**config.mk**
```make
export PLATFORM = sky130hd
export DESIGN_NAME = sme_spi_master
export DESIGN_NICKNAME = d
export VERILOG_FILES = /design/src/sme_pkg.sv /design/src/sme_spi_master.sv
export VERILOG_INCLUDE_DIRS = /design/src
export SDC_FILE = /design/constraint.sdc
export NUM_CORES = 1
export LEC_CHECK = 0
export BUFFER_PORTS_ARGS = -buffer_cell sky130_fd_sc_hd__buf_2
export CAP_MARGIN = 25
export CORE_UTILIZATION = 27
export DETAILED_ROUTE_END_ITERATION = 10
export GPL_TIMING_DRIVEN = 0
export PLACE_DENSITY_LB_ADDON = 0.08
export SKIP_LAST_GASP = 1
export SYNTH_ARGS = -nofsm -noshare
export SYNTH_HDL_FRONTEND = slang
export SYNTH_SLANG_ARGS = --single-unit
```
**constraint.sdc**
```tcl
create_clock -name core_clk -period 15.3 [get_ports core_clk]
set_input_delay 3.06 -clock core_clk [delete_from_list [all_inputs] [get_ports core_clk]]
set_output_delay 3.06 -clock core_clk [all_outputs]
set_load 0.1 [all_outputs]
```
**src/sme_defines.svh**
```systemverilog
// Offsets, field positions, reset values and timing counts of the SPI master engine.
// Assumes the includer works at a core clock whose rate is given here in MHz.
`ifndef SME_DEFINES_SVH
`define SME_DEFINES_SVH

// Register numbers on the internal register port.
`define SME_REG_RX        8'h06
`define SME_REG_TX        8'h07
`define SME_REG_CONF      8'h08
`define SME_REG_STATUS    8'h09
`define SME_REG_LENGTH    8'h0A
`define SME_REG_DIVIDER   8'h0B

// Configuration field positions.
`define SME_CONF_SEL_LO   0
`define SME_CONF_SEL_HI   1
`define SME_CONF_KEEP     3
`define SME_CONF_LSB      4
`define SME_CONF_CPHA     5
`define SME_CONF_CPOL     6
`define SME_CONF_SRC_LO   8
`define SME_CONF_SRC_HI   10
`define SME_CONF_ONESHOT  15
`define SME_STATUS_READY  0
`define SME_LEN_HI        5

// Reset values.
`define SME_CONF_RESET    16'h0000
`define SME_LEN_RESET     6'h3F
`define SME_DIV_RESET     8'h00

// Serial clock timing: reference rate, core rate, and the fixed part of the half period.
`define SME_REF_MHZ       25
`define SME_CORE_MHZ      100
`define SME_REF_DIV       (`SME_CORE_MHZ / `SME_REF_MHZ)
`define SME_HALF_BASE     2

`endif

```
**src/sme_pkg.sv**
```systemverilog
// Types shared by the SPI master engine and its surroundings.
// Assumes sme_defines.svh is available on the include path.
package sme_pkg;

	// One request on the register port, merged from the network and host sides upstream.
	typedef struct packed {
		logic        write;
		logic        read;
		logic [7:0]  addr;
		logic [7:0]  byteEn;
		logic [63:0] wdata;
	} sme_req_type;

	// Start sources of the configuration field.
	typedef enum logic [2:0] {
		SRC_WRITE, SRC_PERIOD, SRC_CENTRE, SRC_MARK_A,
		SRC_MARK_B, SRC_MARK_AB, SRC_RESERVED, SRC_ONESHOT
	} sme_src_type;

	// Transfer engine states.
	typedef enum logic {ST_IDLE, ST_SHIFT} sme_state_type;

endpackage

```
**src/sme_spi_master.sv**
```systemverilog
// SPI master engine: register file, two-entry transmit buffer and serial shifter.
// Assumes one register port shared upstream by both access sides and PWM event pulses.
//
// Notes on behaviour
// Last received word readable, 64 bits.
// Transmit word taken from write-only register.
// Data-write mode starts on top byte write.
// Master writes whole datagram in one access.
// Two-bit field picks one of four selects.
// Bit 3 keeps select low after transfer.
// Bits 4,5,6: LSB first, phase, polarity.
// Start source decoded from bits 10:8.
// Source 111 plus bit 15 starts once.
// Status bit 0 ready; others zero.
// Length field is bits minus one.
// Clock is 25 MHz over (4+2N).
`timescale 1ns/1ps
`include "sme_defines.svh"

module sme_spi_master #(
	parameter int WORD_W = 64,
	parameter int DEPTH  = 2
) (
	input  wire logic               core_clk,
	input  wire logic               sys_rst,
	input  wire sme_pkg::sme_req_type regReq,
	output logic [63:0]             regRdata,
	output logic                    regRvalid,
	output logic                    txReady,
	input  wire logic               pwmPeriodStart,
	input  wire logic               pwmCentre,
	input  wire logic               pwmMarkA,
	input  wire logic               pwmMarkB,
	output logic                    spiSclk,
	output logic                    spiMosi,
	input  wire logic               spiMiso,
	output logic [3:0]              spiCsN
);
	import sme_pkg::*;

	// The shifter indexes 64-bit words with 6-bit positions and the buffer holds two entries.
	if (WORD_W != 64 || DEPTH != 2) begin : gBadParams
		$error("sme_spi_master supports only WORD_W 64 and DEPTH 2");
	end

	// Picks the word bit that belongs to serial position idx.
	function automatic logic [5:0] bitPos(input logic [5:0] idx, input logic [5:0] len,
		input logic lsb);
		bitPos = lsb ? idx : 6'(len - idx);
	endfunction

	logic [15:0]       conf_q;
	logic [5:0]        len_q;
	logic [7:0]        div_q;
	logic [63:0]       txWord_q;
	logic [63:0]       rxWord_q;
	logic [63:0]       fifo_q [DEPTH];
	logic              wrPtr_q, rdPtr_q;
	logic [1:0]        count_q;
	sme_state_type     state_q;
	logic [63:0]       shift_q, rxShift_q, rxNext, loadWord;
	logic [5:0]        curLen_q, bitIdx_q;
	logic [6:0]        edgeIdx_q;
	logic [10:0]       halfCnt_q, halfPer_q;
	logic              curLsb_q, curCpha_q, keep_q;
	logic [1:0]        curSel_q;
	sme_src_type       src;
	logic              wrHit, txPush, trig, start, tick, sampleEdge, shiftEdge, finish;
	logic              busy;

	assign src   = sme_src_type'(conf_q[`SME_CONF_SRC_HI:`SME_CONF_SRC_LO]);
	assign wrHit = regReq.write;
	assign busy  = (state_q == ST_SHIFT);
	// Word handed to the shifter at start: the buffer head in data-write mode.
	assign loadWord = (src == SRC_WRITE) ? fifo_q[rdPtr_q] : txWord_q;

	// Transmit buffer: a write whose top byte completes the datagram queues the word.
	assign txReady = (count_q < 2'(DEPTH));
	assign txPush  = wrHit && regReq.addr == `SME_REG_TX && src == SRC_WRITE
		&& regReq.byteEn[len_q[5:3]] && txReady;

	// Start source decode; a PWM event while busy is dropped rather than queued, a one-shot request waits until idle.
	always_comb begin
		case (src)
			SRC_PERIOD:  trig = pwmPeriodStart;
			SRC_CENTRE:  trig = pwmCentre;
			SRC_MARK_A:  trig = pwmMarkA;
			SRC_MARK_B:  trig = pwmMarkB;
			SRC_MARK_AB: trig = pwmMarkA | pwmMarkB;
			SRC_ONESHOT: trig = conf_q[`SME_CONF_ONESHOT];
			default:     trig = 1'b0;
		endcase
	end
	assign start = !busy && ((src == SRC_WRITE) ? (count_q != 2'd0) : trig);

	// Register writes; byte enables gate each lane of the wide transmit word.
	always_ff @(posedge core_clk) begin
		if (sys_rst) begin
			conf_q   <= `SME_CONF_RESET;
			len_q    <= `SME_LEN_RESET;
			div_q    <= `SME_DIV_RESET;
			txWord_q <= 64'h0;
		end else begin
			if (start && src == SRC_ONESHOT) begin
				conf_q[`SME_CONF_ONESHOT] <= 1'b0;
			end
			if (wrHit && regReq.addr == `SME_REG_CONF) begin
				// A write lands after the self-clear so a fresh request is never lost.
				if (regReq.byteEn[0]) conf_q[7:0]  <= regReq.wdata[7:0];
				if (regReq.byteEn[1]) conf_q[15:8] <= regReq.wdata[15:8];
			end
			if (wrHit && regReq.addr == `SME_REG_LENGTH && regReq.byteEn[0]) begin
				len_q <= regReq.wdata[`SME_LEN_HI:0];
			end
			if (wrHit && regReq.addr == `SME_REG_DIVIDER && regReq.byteEn[0]) begin
				div_q <= regReq.wdata[7:0];
			end
			if (wrHit && regReq.addr == `SME_REG_TX) begin
				for (int b = 0; b < 8; b++) begin
					if (regReq.byteEn[b]) txWord_q[8*b +: 8] <= regReq.wdata[8*b +: 8];
				end
			end
		end
	end

	// Buffer pointers; the engine drains only when idle, so the buffer can really fill.
	always_ff @(posedge core_clk) begin
		if (sys_rst) begin
			wrPtr_q <= 1'b0;
			rdPtr_q <= 1'b0;
			count_q <= 2'd0;
		end else begin
			if (txPush) wrPtr_q <= !wrPtr_q;
			if (start && src == SRC_WRITE) rdPtr_q <= !rdPtr_q;
			count_q <= 2'(count_q + {1'b0, txPush} - {1'b0, start && src == SRC_WRITE});
		end
	end

	// Buffer storage, filled with the merged transmit word.
	always_ff @(posedge core_clk) begin
		if (txPush) begin
			for (int b = 0; b < 8; b++) begin
				fifo_q[wrPtr_q][8*b +: 8] <= regReq.byteEn[b] ? regReq.wdata[8*b +: 8]
					: txWord_q[8*b +: 8];
			end
		end
	end

	// Register reads answer one cycle later; write-only and unmapped numbers read zero.
	always_ff @(posedge core_clk) begin
		if (sys_rst) begin
			regRdata  <= 64'h0;
			regRvalid <= 1'b0;
		end else begin
			regRvalid <= regReq.read;
			case (regReq.addr)
				`SME_REG_RX:     regRdata <= rxWord_q;
				`SME_REG_CONF:   regRdata <= {48'h0, conf_q};
				`SME_REG_STATUS: regRdata <= {63'h0, !busy};
				default:         regRdata <= 64'h0;
			endcase
		end
	end

	// Half-period timing: each edge falls (2+N) reference ticks after the last.
	assign tick       = busy && (halfCnt_q == 11'(halfPer_q - 11'd1));
	assign sampleEdge = tick && (edgeIdx_q[0] == curCpha_q);
	assign shiftEdge  = tick && (edgeIdx_q[0] != curCpha_q) && !(curCpha_q && edgeIdx_q == 7'd0);
	assign finish     = tick && (edgeIdx_q == {curLen_q, 1'b1});

	always_comb begin
		rxNext = rxShift_q;
		if (sampleEdge) rxNext[bitPos(bitIdx_q, curLen_q, curLsb_q)] = spiMiso;
	end

	// Transfer engine: settings are latched at start so a mid-transfer write cannot tear it.
	always_ff @(posedge core_clk) begin
		if (sys_rst) begin
			state_q   <= ST_IDLE;
			shift_q   <= 64'h0;
			rxShift_q <= 64'h0;
			curLen_q  <= 6'h0;
			bitIdx_q  <= 6'h0;
			edgeIdx_q <= 7'h0;
			halfCnt_q <= 11'h0;
			halfPer_q <= 11'h0;
			curLsb_q  <= 1'b0;
			curCpha_q <= 1'b0;
			spiSclk   <= 1'b0;
			spiMosi   <= 1'b0;
		end else if (start) begin
			state_q   <= ST_SHIFT;
			shift_q   <= loadWord;
			rxShift_q <= 64'h0;
			curLen_q  <= len_q;
			bitIdx_q  <= 6'h0;
			edgeIdx_q <= 7'h0;
			halfCnt_q <= 11'h0;
			halfPer_q <= 11'((`SME_HALF_BASE + div_q) * `SME_REF_DIV);
			curLsb_q  <= conf_q[`SME_CONF_LSB];
			curCpha_q <= conf_q[`SME_CONF_CPHA];
			spiSclk   <= conf_q[`SME_CONF_CPOL];
			spiMosi   <= loadWord[bitPos(6'h0, len_q, conf_q[`SME_CONF_LSB])];
		end else if (busy) begin
			halfCnt_q <= tick ? 11'h0 : 11'(halfCnt_q + 11'd1);
			rxShift_q <= rxNext;
			if (tick) begin
				spiSclk   <= !spiSclk;
				edgeIdx_q <= 7'(edgeIdx_q + 7'd1);
			end
			if (shiftEdge && bitIdx_q != curLen_q) begin
				bitIdx_q <= 6'(bitIdx_q + 6'd1);
				spiMosi  <= shift_q[bitPos(6'(bitIdx_q + 6'd1), curLen_q, curLsb_q)];
			end
			if (finish) state_q <= ST_IDLE;
		end else begin
			spiSclk <= conf_q[`SME_CONF_CPOL];
		end
	end

	// Received word updates only when a transfer completes.
	always_ff @(posedge core_clk) begin
		if (sys_rst) begin
			rxWord_q <= 64'h0;
		end else if (finish) begin
			rxWord_q <= rxNext;
		end
	end

	// Slave selects: released at the end unless chaining was asked for at start.
	always_ff @(posedge core_clk) begin
		if (sys_rst) begin
			spiCsN   <= 4'hF;
			curSel_q <= 2'd0;
			keep_q   <= 1'b0;
		end else if (start) begin
			curSel_q <= conf_q[`SME_CONF_SEL_HI:`SME_CONF_SEL_LO];
			keep_q   <= conf_q[`SME_CONF_KEEP];
			spiCsN   <= ~(4'h1 << conf_q[`SME_CONF_SEL_HI:`SME_CONF_SEL_LO]);
		end else if (finish && !keep_q) begin
			spiCsN <= 4'hF;
		end else if (!busy && !conf_q[`SME_CONF_KEEP]) begin
			spiCsN <= 4'hF;
		end
	end

	// Helper counters watched only by the checks below.
	logic [7:0]  toggles_q;
	logic [10:0] stable_q;
	always_ff @(posedge core_clk) begin
		if (sys_rst || start) begin
			toggles_q <= 8'h0;
			stable_q  <= 11'h0;
		end else begin
			if (tick) toggles_q <= 8'(toggles_q + 8'd1);
			stable_q <= tick ? 11'h0 : 11'(stable_q + 11'd1);
		end
	end
endmodule // sme_spi_master

```
==> results.ini <==
[status]
status=complete, no violations

[synthesis]
yosysSeqAreaShare_pct=50.5
synth_adder_area_share_pct=1.12
synthCells=2348
synth_simple_gate_area_share_pct=15.7
synth-seq-cells=533
yosys.cell_types.count=71
async_flop_share_pct=0
ys.flop_type=dfxtp_1
synth_compound_area_share_pct=11.3
synth_edf_count=128
synth.area.mux_share_pct=15.6
syn-cell-area_um2=23700
syn_nets=2457
synth_xor_xnor_area_share_pct=1.96
avgSynthCellArea_um2=10.1
yosysWarnings=0
synth_top_family_by_area=simple AND/OR/NAND/NOR gates

[placement]
place_ws_ns=8.25
gp_congestion=0.820
io_buffer_count=154
dp_hpwl_um=59700

[floorplan]
die_w_um=298
dieArea_um2=88800
num_rows=108
core_um2=86800
initial_core_util_pct=27.3
ios=161
die_h_um=298

[setup_path]
endpoint_kind=flop
cp_data_arrival_time_ns=6.77
path_max_fanout=10
worstPathRequired_ns=15.75
cp-start-kind=primary input
critical_path_class=in2reg

[timing]
finalHoldViolCount=0
fin_ws_ns=8.98
skew_ns=0.0221
tightest_slew_ns=0.967
setup_viol=0
rsz0062_at_grt=false
min_period_over_period_pct=41.3
slew_headroom_pct=35.3
fin_crit_ns=6.32
fin_setup_tns_ns=0
slew_viol_final=0
max_freq_mhz=158

[cells_and_area]
post-route-util_pct=32.5
area_growth_syn_to_layout_pct=19.3
fin_nets=2687
layout-drive-gt1-share_pct=17.7
antenna_cells=0

[pwr]
power.leakage_nw=10.6
vdd_drop_max_mv=0.0880
p_per_area_nw_per_um2=154
finalPower_w=0.00433

[detailed_routing]
routed_wl_um=81000
wl_per_cell_um=21.4
vias_per_cell=4.78
first_pass_iters=5
num_vias=18100
first_iter_violations=1099
detail-route-antenna-nets=0
drc=0

[cts]
insertion_delay_ns=0.60
cts-root-buf=clkbuf_16
htreeDepth=3
clk_pin_slew_worst_paths_ns=0.06
cts-hold-fix-buffers=0
numClockSinks=533
cts_resized=0
post_cts_buffers=0
numCtsBuffers=67
ctsLongestPathBuffers=3
cts_tree=built

[global_routing]
grt_max_degree=43
grtUsageTotal_pct=18.1
overflow=0
first_global_vias=18100
grt_pass1_wl_um=120000
antenna_found_initial=1

[worst_hold_path]
hold_path.class=reg2reg

[run]
max-cap-violations=0

[cell families (layout without fill, tap and decap cells)]
family / count (synthesis) / in the layout
multiplexers: 324 / 324
AND/OR/NAND/NOR: 796 / 796
buffers and inverters: 215 / 497
AO/OA/AOI/OAI: 407 / 407
flip-flops: 533 / 533
XOR/XNOR: 53 / 53
adder cells (fa/ha/maj): 20 / 20
[layout make-up]
class / instances / area, um^2
buffer: 164 / 706
clock buffer: 97 / 1960
clock inverter: 24 / 245
fill: 9102 / 58500
inverter: 51 / 191
multi-input combinational: 1600 / 10800
sequential: 533 / 12000
tap: 1155 / 1450
timing repair buffer: 161 / 898
[synthesized netlist by cell type, types with 3 or more instances]
cell type / count / area [um^2]
dfxtp_1: 405 / 8110
nor2_1: 279 / 1050
nand2_1: 256 / 961
mux2i_1: 212 / 2120
a21oi_1: 143 / 716
edfxtp_1: 128 / 3840
clkbuf_1: 115 / 432
mux2_2: 84 / 946
nand3_1: 56 / 280
and2_1: 55 / 344
inv_1: 49 / 184
a211oi_1: 44 / 330
a31oi_1: 38 / 238
buf_2: 36 / 180
or3_1: 36 / 225
o21bai_1: 33 / 248
o21ai_2: 32 / 280
o21ai_0: 31 / 155
xnor2_1: 29 / 254
mux4_2: 28 / 631
o211ai_1: 28 / 210
xor2_1: 24 / 210
and3_1: 20 / 125
ha_1: 18 / 225
nor3_1: 17 / 85.1
nand2b_1: 16 / 100
a22oi_1: 15 / 113
nand4_1: 12 / 75.1
nor2b_1: 12 / 75.1
nor4_1: 12 / 75.1
a211o_1: 9 / 78.8
a21o_1: 6 / 45.0
buf_1: 5 / 18.8
buf_4: 4 / 30.0
buf_6: 4 / 45.0
nor3b_1: 4 / 30.0
o21ai_1: 4 / 20.0
nor3_4: 3 / 48.8
nor4_4: 3 / 63.8
[per-stage QoR]
stage,std cells,cell area [um^2],hold slack [ns]
after CTS,3785,28200,0.450
after global routing,3785,28200,0.471
after floorplan,2348,23700,0.430
final,3785,28200,0.446
after global placement,3657,25900,0.443
after detailed placement,3664,26000,0.445
[where the power goes]
part	internal, W	switching [W]
registers	0.00151	0.0000524
logic	0.000384	0.000784
clock network	0.000974	0.000627
[worst max-delay path, cell delays in order]
cell	delay, ns
buf_2	0.11
mux2i_1	0.15
mux2i_1	0.10
a211oi_1	0.80
or2_0	0.18
clkbuf_1	0.39
clkbuf_1	0.63
nor2_1	0.38
ha_1	0.38
inv_1	0.04
ha_1	0.18
xnor2_1	0.17
xnor2_1	0.14
nor2_1	0.05
[per-layer routing]
layer | GRT usage, % | up-vias | share of wire, %
met5 | 0 | - | 0
met4 | 5.45 | 0 | 2.8
met3 | 2.81 | 117 | 3.8
met2 | 31.5 | 418 | 49
met1 | 22.8 | 8775 | 44
li1 | - | 8770 | -
[sequential cells by signal (all words and copies together), names as in the netlist, 11 cells and up, named ones only]
signal / flops
rxWord_q: 64
txWord_q: 64
regRdata: 64
shift_q: 64
halfCnt_q: 11
conf_q: 16
fifo_q: 128
rxShift_q: 64
[final timing paths]
| path | start | end | slack, ns | cells past startpoint |
|---|---|---|---|---|
| setup reg to reg | conf_q[9] | count_q[1] | 10.90 | 14 |
| setup / recovery | pwmMarkA | count_q[1] | 8.98 | 14 |
| hold reg to reg | rxShift_q[57] | rxWord_q[57] | 0.45 | 2 |
| hold / removal | rxShift_q[57] | rxWord_q[57] | 0.45 | 2 |
[cell usage in the layout, fill, tap and decap left out, types with 28 or more instances in the layout]
cell	n
dfxtp_1	405
nor2_1	278
nand2_1	256
mux2i_1	212
buf_2	190
a21oi_1	143
clkbuf_1	132
edfxtp_1	128
mux2_2	84
clkbuf_16	71
nand3_1	56
and2_1	54
inv_1	49
a211oi_1	44
a31oi_1	38
or3_1	36
o21bai_1	33
o21ai_2	32
o21ai_0	31
xnor2_1	29
mux4_2	28
o211ai_1	28
No activity file was read; power rests on OpenSTA's default activity.
